**src/adc_ctl_params.svh**
```systemverilog
// constants for the converter mode and input control block
`ifndef ADC_CTL_PARAMS_SVH
`define ADC_CTL_PARAMS_SVH
`define CCTL_INDEX 4'h2
`define STATUS_ADDR 8'h00
`define MODE_ADDR 8'h04
`define CCTL_ADDR 8'h08
`define FILT_ADDR 8'h0C
`define SFACT_ADDR 8'h10
`define DECODE_ADDR 8'h14
`define CCTL_RST 8'h07
`define MODE_RST 8'h00
`define SF_RST 8'h45
`define SF_MAX 8'hFF
`define MODE_CHOP_BIT 4
`define MODE_CFG_BIT 5
`define ST_RDY_BIT 0
`define ST_BUSY_BIT 1
`define CCTL_BIP_BIT 3
`define RANGE_BASE_MV 10'h014
`define RANGE_TOP_CODE 3'h5
`define CAL_TIME_US 100
`define CLK_MHZ 20
`define CAL_CYCLES (`CAL_TIME_US * `CLK_MHZ)
`define NUM_PAIRS 5
`endif

```
**src/adc_ctl_pkg.sv**
```systemverilog
// types for the converter mode and input control block
package adc_ctl_pkg;
	typedef enum logic [2:0] {
		MD_PDOWN = 3'b000,
		MD_IDLE = 3'b001,
		MD_SINGLE = 3'b010,
		MD_CONT = 3'b011,
		MD_ZS_INT = 3'b100,
		MD_FS_INT = 3'b101,
		MD_ZS_SYS = 3'b110,
		MD_FS_SYS = 3'b111
	} conv_mode_t;
	typedef enum logic [1:0] {
		CAL_OFF = 2'b00,
		CAL_RUN = 2'b01,
		CAL_END = 2'b10
	} cal_state_t;
endpackage

```
**src/adc_mode_and_input_control.sv**
```systemverilog
// converter mode handling, calibration sequencing and control register
//
// The APB register port was chosen for this implementation.
`include "adc_ctl_params.svh"
`timescale 1ns/1ps
`default_nettype none
module adc_mode_and_input_control
	import adc_ctl_pkg::*;
#(
	parameter int CAL_CYCLES = `CAL_CYCLES,
	parameter int COEF_W = 24
) (
	// clock and reset
	input wire logic mclk,
	input wire logic rst,
	// apb slave
	input wire logic psel,
	input wire logic penable,
	input wire logic pwrite,
	input wire logic [7:0] paddr,
	input wire logic [31:0] pwdata,
	output logic [31:0] prdata,
	output logic pready,
	output logic pslverr,
	// modulator side
	input wire logic conv_done,
	input wire logic [COEF_W-1:0] cal_value,
	output logic conv_reset,
	output logic filter_hold,
	output logic mod_clk_en,
	output logic cal_busy,
	output logic [7:0] sf_active,
	// input mux and range
	output logic [3:0] pos_input,
	output logic neg_common,
	output logic [2:0] cal_pair,
	output logic bipolar,
	output logic [2:0] range_code,
	output logic [9:0] full_scale_mv,
	// coefficients of the selected pair
	output logic [COEF_W-1:0] zero_coef,
	output logic [COEF_W-1:0] full_coef
);
	localparam int CNT_W = $clog2(CAL_CYCLES + 1);
	localparam logic [CNT_W-1:0] CAL_LAST = CNT_W'(CAL_CYCLES - 1);
	conv_mode_t mode;
	cal_state_t cal_state;
	logic chop_en;
	logic cfg_sel;
	logic [7:0] cctl;
	logic [7:0] sf_user;
	logic ready;
	logic [CNT_W-1:0] cal_cnt;
	logic [COEF_W-1:0] zero_mem [`NUM_PAIRS];
	logic [COEF_W-1:0] full_mem [`NUM_PAIRS];
	logic acc;
	logic wr;
	logic mode_wr;
	logic cal_start;
	logic cal_fin;
	logic [31:0] next_prdata;
	logic next_err;
	logic [3:0] next_pos;
	logic next_neg;
	logic [2:0] next_pair;
	logic [2:0] pair_idx;

	// apb access phase and write strobes
	assign acc = psel & penable;
	assign wr = acc & pready & pwrite;
	assign mode_wr = wr & (paddr == `MODE_ADDR);
	assign cal_start = mode_wr & pwdata[2];
	assign cal_fin = (cal_state == CAL_RUN) & (cal_cnt == CAL_LAST) & ~mode_wr;
	assign pair_idx = (cal_pair == 3'h0) ? 3'h0 : 3'(cal_pair - 3'h1);
	// one wait state so read data comes from a flop
	always_ff @(posedge mclk or posedge rst) begin
		if (rst) begin
			pready <= 1'b0;
		end else begin
			pready <= acc & ~pready;
		end
	end
	// read mux; unmapped addresses answer with an error
	always_comb begin
		next_prdata = 32'h0000_0000;
		next_err = 1'b0;
		case (paddr)
			`STATUS_ADDR: next_prdata = {30'h0, cal_busy, ready};
			`MODE_ADDR: next_prdata = {26'h0, cfg_sel, chop_en, 1'b0, mode};
			`CCTL_ADDR: next_prdata = {24'h0, cctl};
			`FILT_ADDR: next_prdata = {24'h0, sf_user};
			`SFACT_ADDR: next_prdata = {24'h0, sf_active};
			`DECODE_ADDR: next_prdata = {24'h0, cal_pair, neg_common, pos_input};
			default: next_err = 1'b1;
		endcase
	end
	// read data and error are presented with pready
	always_ff @(posedge mclk or posedge rst) begin
		if (rst) begin
			prdata <= 32'h0000_0000;
			pslverr <= 1'b0;
		end else if (acc & ~pready) begin
			prdata <= pwrite ? 32'h0000_0000 : next_prdata;
			pslverr <= next_err;
		end else begin
			prdata <= 32'h0000_0000;
			pslverr <= 1'b0;
		end
	end

	// control register; the serial order msb first maps to bit 7 here
	always_ff @(posedge mclk or posedge rst) begin
		if (rst) begin
			cctl <= `CCTL_RST;
		end else if (wr & (paddr == `CCTL_ADDR)) begin
			cctl <= pwdata[7:0];
		end
	end
	// user filter rate word
	always_ff @(posedge mclk or posedge rst) begin
		if (rst) begin
			sf_user <= `SF_RST;
		end else if (wr & (paddr == `FILT_ADDR)) begin
			sf_user <= pwdata[7:0];
		end
	end
	// mode field; a host write always beats hardware return to idle
	always_ff @(posedge mclk or posedge rst) begin
		if (rst) begin
			mode <= MD_PDOWN;
			chop_en <= 1'b0;
			cfg_sel <= 1'b0;
		end else if (mode_wr) begin
			mode <= conv_mode_t'(pwdata[2:0]);
			chop_en <= pwdata[`MODE_CHOP_BIT];
			cfg_sel <= pwdata[`MODE_CFG_BIT];
		end else if (cal_fin) begin
			mode <= MD_IDLE;
		end else if (conv_done & (mode == MD_SINGLE)) begin
			mode <= MD_IDLE;
		end
	end
	// converter reset on every mode write, changed or not
	always_ff @(posedge mclk or posedge rst) begin
		if (rst) begin
			conv_reset <= 1'b0;
		end else begin
			conv_reset <= mode_wr;
		end
	end

	// calibration sequencer; a new mode write aborts a running one
	always_ff @(posedge mclk or posedge rst) begin
		if (rst) begin
			cal_state <= CAL_OFF;
			cal_cnt <= '0;
		end else begin
			case (cal_state)
				CAL_OFF: begin
					cal_cnt <= '0;
					if (cal_start) begin
						cal_state <= CAL_RUN;
					end
				end
				CAL_RUN: begin
					if (mode_wr) begin
						cal_cnt <= '0;
						cal_state <= cal_start ? CAL_RUN : CAL_OFF;
					end else if (cal_fin) begin
						cal_state <= CAL_END;
					end else begin
						cal_cnt <= cal_cnt + 1'b1;
					end
				end
				CAL_END: begin
					cal_cnt <= '0;
					cal_state <= cal_start ? CAL_RUN : CAL_OFF;
				end
				default: cal_state <= CAL_OFF;
			endcase
		end
	end
	// busy mirrors the next run state, so an abort drops it at once
	always_ff @(posedge mclk or posedge rst) begin
		if (rst) begin
			cal_busy <= 1'b0;
		end else begin
			cal_busy <= cal_start | ((cal_state == CAL_RUN) & ~cal_fin & ~mode_wr);
		end
	end
	// ready flag; a set in the clearing cycle wins
	always_ff @(posedge mclk or posedge rst) begin
		if (rst) begin
			ready <= 1'b0;
		end else if (cal_fin | (conv_done & (mode == MD_SINGLE | mode == MD_CONT))) begin
			ready <= 1'b1;
		end else if (cal_start) begin
			ready <= 1'b0;
		end
	end

	// coefficient store, zero codes have bit 0 low
	always_ff @(posedge mclk) begin
		if (cal_fin) begin
			if (mode[0]) begin
				full_mem[pair_idx] <= cal_value;
			end else begin
				zero_mem[pair_idx] <= cal_value;
			end
		end
	end
	// selected pair coefficients; unwritten entries read as unknown
	always_ff @(posedge mclk or posedge rst) begin
		if (rst) begin
			zero_coef <= '0;
			full_coef <= '0;
		end else begin
			zero_coef <= zero_mem[pair_idx];
			full_coef <= full_mem[pair_idx];
		end
	end
	// filter rate word seen by the decimator
	always_ff @(posedge mclk or posedge rst) begin
		if (rst) begin
			sf_active <= `SF_RST;
		end else if (cal_busy & chop_en) begin
			sf_active <= `SF_MAX;
		end else begin
			sf_active <= sf_user;
		end
	end

	// idle holds the filter with the modulator clock running; clocks stop only in power-down
	always_ff @(posedge mclk or posedge rst) begin
		if (rst) begin
			filter_hold <= 1'b1;
			mod_clk_en <= 1'b0;
		end else begin
			filter_hold <= (mode == MD_IDLE) | (mode == MD_PDOWN);
			mod_clk_en <= (mode != MD_PDOWN);
		end
	end

	// input select decode; codes past 0101 are not decoded yet
	always_comb begin
		next_pos = 4'h0;
		next_neg = 1'b0;
		next_pair = 3'h1;
		case (cctl[7:4])
			4'h0, 4'h1, 4'h2, 4'h3: begin
				next_pos = 4'(cctl[7:4] + 4'h1);
				next_neg = 1'b1;
				next_pair = 3'(cctl[6:4] + 3'h1);
			end
			4'h4: begin
				next_pos = 4'h5;
				next_neg = 1'b1;
				next_pair = cfg_sel ? 3'h5 : 3'h1;
			end
			4'h5: begin
				next_pos = 4'h6;
				next_neg = 1'b1;
				next_pair = cfg_sel ? 3'h1 : 3'h2;
			end
			default: next_pair = 3'h1;
		endcase
	end
	// field outputs from the control register
	always_ff @(posedge mclk or posedge rst) begin
		if (rst) begin
			pos_input <= 4'h1;
			neg_common <= 1'b1;
			cal_pair <= 3'h1;
			bipolar <= 1'b0;
			range_code <= 3'h7;
			full_scale_mv <= `RANGE_BASE_MV << `RANGE_TOP_CODE;
		end else begin
			pos_input <= next_pos;
			neg_common <= next_neg;
			cal_pair <= next_pair;
			bipolar <= cctl[`CCTL_BIP_BIT];
			range_code <= cctl[2:0];
			if (cctl[2:0] > `RANGE_TOP_CODE) begin
				full_scale_mv <= `RANGE_BASE_MV << `RANGE_TOP_CODE;
			end else begin
				full_scale_mv <= `RANGE_BASE_MV << cctl[2:0];
			end
		end
	end
endmodule
`default_nettype wire

```
**config.mk**
```make
export PLATFORM = sky130hd
export DESIGN_NAME = adc_mode_and_input_control
export DESIGN_NICKNAME = d
export VERILOG_FILES = /design/src/adc_ctl_pkg.sv /design/src/adc_mode_and_input_control.sv
export VERILOG_INCLUDE_DIRS = /design/src
export SDC_FILE = /design/constraint.sdc
export NUM_CORES = 1
export LEC_CHECK = 0
export ABC_AREA = 1
export BUFFER_PORTS_ARGS = -buffer_cell sky130_fd_sc_hd__buf_4
export CAP_MARGIN = 10
export CORE_MARGIN = 2
export CORE_UTILIZATION = 45
export CTS_BUF_LIST = sky130_fd_sc_hd__clkbuf_4
export CTS_CLUSTER_SIZE = 28
export DETAILED_ROUTE_END_ITERATION = 7
export GPL_TIMING_DRIVEN = 0
export HOLD_SLACK_MARGIN = 0.02
export PLACE_DENSITY = 0.61
export SYNTH_ARGS = -nofsm -noshare
export SYNTH_HDL_FRONTEND = slang
export SYNTH_SLANG_ARGS = --single-unit
```
**constraint.sdc**
```tcl
create_clock -name mclk -period 3.6 [get_ports mclk]
set_input_delay 0 -clock mclk [delete_from_list [all_inputs] [get_ports mclk]]
set_output_delay 0 -clock mclk [all_outputs]
set_load 0.01 [all_outputs]
```
==> Word-level counts from Yosys, hierarchy flattened <==
Memory sizes are Yosys's and may differ from the RTL's. A register that Yosys moved wholly into a read port is not among the register bits.
Index checks and enable logic that the tools add are counted.
Widths: inputs -> output; s select.
{ "totals": {"regBits": 103, "n_memories": 2, "ram_bits": 240, "input_bits": 70, "wordCells": 118} }
{ "classes": {"n_lt_le_gt_ge": 1, "addsub": 4, "n_eq_ne": 19, "shifts": 1, "mux": 32, "n_reduce_logical": 15, "bitwise_logic": 22} }
{ "mem_list": {"columns": ["name", "depth", "word_bits", "rd", "rd_clocked_by_memory_dff", "write_ports", "line", "text"], "rows": [
  ["full_mem", 5, 24, 1, 1, 1, "adc_mode_and_input_control.sv:55", "logic [COEF_W-1:0] full_mem [`NUM_PAIRS];"],
  ["zero_mem", 5, 24, 1, 1, 1, "adc_mode_and_input_control.sv:54", "logic [COEF_W-1:0] zero_mem [`NUM_PAIRS];"]
]} }
{ "ops": {"columns": ["operator", "count"], "rows": [
  ["$mux 32", 2],
  ["$pmux 8 s6", 1],
  ["$mux 11", 2],
  ["$pmux 11 s2", 1],
  ["$eq 8x4->1 const B", 2],
  ["$eq 8x5->1 const B", 2],
  ["$and 1x1->1", 15],
  ["$mux 3", 5],
  ["$mux 1", 12],
  ["$pmux 4 s3", 1],
  ["$reduce_or 6->1", 2],
  ["$add 11x1->11 const B", 1],
  ["$eq 11x11->1 const B", 1],
  ["$mux 10", 1],
  ["$shl 5x3->10 const A", 1],
  ["$pmux 3 s3", 1],
  ["$eq 4x2->1 const B", 2],
  ["$eq 4x3->1 const B", 2],
  ["$eq 8x3->1 const B", 1],
  ["$logic_not 8->1", 1],
  ["$mux 2", 4],
  ["$mux 8", 1],
  ["$eq 3x2->1 const B", 2],
  ["$logic_not 3->1", 2],
  ["other kinds (20)", 29]
]} }

==> Longest topological paths before layout <==
{ "depth": {"word_depth": 10, "depth_mapped": 10, "depth_no_buf": 10} }

==> Least setup slack after synthesis <==
OpenSTA, ideal clock, no wires.
{ "synth_timing": {"kind": "reg-to-reg", "from": "register cal_pair[1]", "to": "memory full_mem[0][0], enable pin", "required_ns": 3.195, "arrival_ns": 2.320, "stages_incl_launch_ff": 6, "setup_slack_ns": 0.875, "path_cell_list": "dfrtp_1 -> nor2_1 -> buf_2 -> clkbuf_1 -> inv_1 -> nor2_1"} }
{ "synth_between": {"elab_chain_len": 2, "elab_cells_between_ends": 3} }
{ "synth_rtl": {"columns": ["element", "line", "text"], "rows": [
  ["start: declaration", "adc_mode_and_input_control.sv:36", "output logic [2:0] cal_pair,"],
  ["start signal: assignment", "adc_mode_and_input_control.sv:280", "cal_pair <= next_pair;"],
  ["$sub 3x1->3 or $logic_not 3->1 (tied branches)", "adc_mode_and_input_control.sv:74", "assign pair_idx = (cal_pair == 3'h0) ? 3'h0 : 3'(cal_pair - 3'h1);"],
  ["$mux 3 (*)", "adc_mode_and_input_control.sv:74", null],
  ["end: declaration", "adc_mode_and_input_control.sv:55", null]
]} }
Every way passes the cells marked *; elsewhere a longest branch is shown, timed or not.

==> Worst setup path in the final report <==
{ "layout_timing": {"from": "input port paddr[4]", "to": "memory zero_mem[4][9], enable pin"} }
{ "layout_between": {"elab_chain_len": 6} }
{ "layout_rtl": {"columns": ["element", "line", "text"], "rows": [
  ["start: declaration", "adc_mode_and_input_control.sv:20", "input wire logic [7:0] paddr,"],
  ["$eq 8x3->1", null, null],
  ["$and 1x1->1", "adc_mode_and_input_control.sv:71", "assign mode_wr = wr & (paddr == `MODE_ADDR);"],
  ["$not 1->1", "adc_mode_and_input_control.sv:73", "assign cal_fin = (cal_state == CAL_RUN) & (cal_cnt == CAL_LAST) & ~mode_wr;"],
  ["$and 1x1->1", "adc_mode_and_input_control.sv:73", null],
  ["$mux 1", "adc_mode_and_input_control.sv:204", "if (cal_fin) begin"],
  ["$mux 1 (not written as such)", "adc_mode_and_input_control.sv:208", "zero_mem[pair_idx] <= cal_value;"],
  ["end: declaration", "adc_mode_and_input_control.sv:54", null]
]} }
Every way passes these cells.

==> flow_metrics.tcl <==
set metrics [dict create \
    status "finished, final reports clean" \
    ir_worst_vdd_mv 0.309 \
    die-area_sq_mm 0.0323 \
    ant_nets 0 \
    ios 186 \
    syn_avg_cell_area_sq_um 11.8 \
    globalplace.congestion 0.813 \
    cts_buffer_depth 3 \
    drc_errors 0 \
    power_leakage_uw 0.00747 \
    ff2ff_setup_slack_ns 0.49 \
    clock_sinks 365 \
    syn_area_sq_mm 0.0139 \
    synth-xor-area-share_pct 0.315 \
    fillers 2519 \
    synth_largest_area_cell "edfxtp_1" \
    area_growth_syn_to_layout_pct 27.8 \
    end_kind "flop" \
    synth-warning-count 0 \
    ys_seq_area_share_pct 74.5 \
    core_area_sq_mm 0.0305 \
    arrival_ns 3.70 \
    hold_class "input port to flop" \
    syn_inst 1180 \
    cap_viol_max_count 0 \
    wirelength_um 32300 \
    synth-compound-area-share_pct 1.31 \
    netlist.area_leader.share_pct 51.8 \
    num_rows 64 \
    cts_tree "done" \
    htreeDepth 3 \
    grt_remaining_overflow 0 \
    dpl.cell_count 1739 \
    clk_pin_slew_ns 0.07 \
    worst_pin_slew_ns 0.970 \
    synth_top_family_by_area "simple AND/OR/NAND/NOR gates" \
    firstDrtPassIters 5 \
    start_util_pct 45.6 \
    grt_first_pass_wirelength_um 50500 \
    fin_crit_sh_pct 94.3 \
    portBuffers 135 \
    wl_per_cell_um 16.1 \
    crit_fanout 24 \
    powerDensity_mw_per_mm2 474 \
    required_ns 3.90 \
    synth-seq-cells 365 \
    num_vias 9545 \
    setup_viol 0 \
    cts_buffers 94 \
    yosysUniqueCellTypes 27 \
    synthTopCellsByArea "edfxtp_1, dfrtp_1, nand2_1" \
    yosys.area_share.simple_pct 19.2 \
    skew_ns 0.0691 \
    grtUsageTotal_pct 20.1 \
    first_global_vias 9481 \
    total_power_uw 8420 \
    nets 1596 \
    drt-vias-per-instance 4.77 \
    drt_iter0_markers 619 \
    antenna_found_initial 2 \
    grt_start_max_net_pins 95 \
    relSlewSlack_pct 35.2 \
    fmax_mhz 294 \
    dieHeight_um 180 \
    start_kind "input port" \
    cts_root_buffer "clkbuf_4" \
    critPathKind "input port to flop" \
    fin_cells 1999 \
    worstSkewPairLatency_ns 0.74 \
    finalMaxSlewViolations 0 \
    drive_above_1_share_pct 23.8 \
    dpl.hpwl_um 19700 \
    fin_crit_ns 3.40 \
    hold_viol 0 \
    register_area_sq_mm 0.0104 \
    multi_input_comb_area_sq_mm 0.00314 \
    cts_setup_buffers 0 \
    synthAdderAreaFrac_pct 0.450 \
    synth.area.mux_share_pct 0 \
    die-width_um 180 \
]
registers in the layout, indices dropped and copies added, names as in the netlist, 11 cells and up:
signal,flops
full_mem,120
zero_mem,120
cal_cnt,11
zero_coef,24
full_coef,24
per-stage QoR:
| stage | hold WS (ns) | setup TNS [ns] | utilization (%) | area (sq um) | setup WS [ns] |
|---|---|---|---|---|---|
| global placement | 0.229 | -225.25 | 50.8 | 15500 | -1.25 |
| CTS | 0.0207 | 0 | 58.2 | 17800 | 0.252 |
| global route | 0.0333 | -0.0320 | 58.2 | 17800 | -0.0109 |
| floorplan | 0.0989 | 0 | - | 14000 | 0.302 |
| detailed placement | 0.00332 | 0 | 51.3 | 15600 | 0.524 |
| finish | 0.0845 | 0 | 58.2 | 17800 | 0.204 |
cell type report:
| class | instances | share of cell area, % |
|---|---|---|
| Multi-Input combinational cell | 722 | 17.6 |
| Clock buffer | 147 | 6.21 |
| Inverter | 55 | 1.19 |
| Clock inverter | 30 | 1.08 |
| Buffer | 64 | 2.13 |
| Timing Repair Buffer | 219 | 10.6 |
| Antenna cell | 1 | 0.0141 |
| Sequential cell | 365 | 58.3 |
| Tap cell | 396 | 2.79 |
synth_stat cells, drive strengths merged:
master,n
dfrtp,107
nand4,52
nor2,71
xor2,3
inv,55
o21ai,26
buf,52
a21oi,6
xnor2,2
conb,1
dfstp,18
nor3,3
edfxtp,240
ha,5
o211ai,2
clkbuf,12
a21boi,1
nand3b,1
nand3,48
or2,2
nand2,473
metal layers:
layer	part of all wire (%)	vias up	track usage [%]
li1	-	4653	-
met3	7.0	66	5.00
met1	43	4478	26.1
met2	48	346	32.3
met5	0.040	-	0
met4	2.3	2	8.36
path summary, 6_finish.rpt:
path                                    end  depth (start not counted)          from
setup / recovery             zero_mem[4][9]                         12      paddr[4]
hold / removal               zero_mem[4][8]                          2  cal_value[8]
setup reg to reg             zero_mem[4][9]                          8        pready
hold reg to reg               range_code[2]                          0       cctl[2]
max in group asynchronous  full_scale_mv[9]                          5           rst
min in group asynchronous     full_coef[17]                          4           rst
cell usage in the layout, fill, tap and decap left out, types with 5 or more instances in the layout:
cell,synthesis,layout
a21oi_1,6,6
buf_2,18,18
buf_4,29,164
clkbuf_1,12,12
clkbuf_4,0,147
clkinv_1,0,21
conb_1,1,27
dfrtp_1,107,107
dfstp_2,18,18
dlygate4sd3_1,0,82
edfxtp_1,240,240
ha_1,5,5
inv_1,53,52
nand2_1,473,473
nand3_1,48,48
nand4_1,52,52
nor2_1,64,54
nor2_2,5,5
nor2_4,2,12
o21ai_0,26,26
critical path: stages:
cell,delay (ns)
dlygate4sd3_1,0.53
buf_4,0.11
inv_1,0.04
nand2_1,0.05
dlygate4sd3_1,0.56
nor2_2,0.04
dlygate4sd3_1,0.68
nand3_1,0.20
nand2_1,0.12
inv_1,0.13
nand2_1,0.34
nor2_4,0.87
cell families (layout without fill, tap and decap cells):
kind of cell | Yosys count | in the layout
compound gates | 35 | 35
xor+xnor | 5 | 5
fa+ha+maj | 5 | 5
buf+inv | 119 | 515
flops | 365 | 365
other cells | 1 | 28
simple gates | 650 | 650
power breakdown:
part / internal [uW] / switching, uW
logic: 111 / 122
clock network: 2020 / 1680
registers: 4480 / 3.38
total: 6610 / 1810
repair_timing:
action | CTS | global route
hold buffers | 82 | 0
gates resized for setup | 0 | 1
hold endpoints to repair | 403 | 0
setup endpoints to repair | 0 | 8
Power figures use the tool's default switching activity.
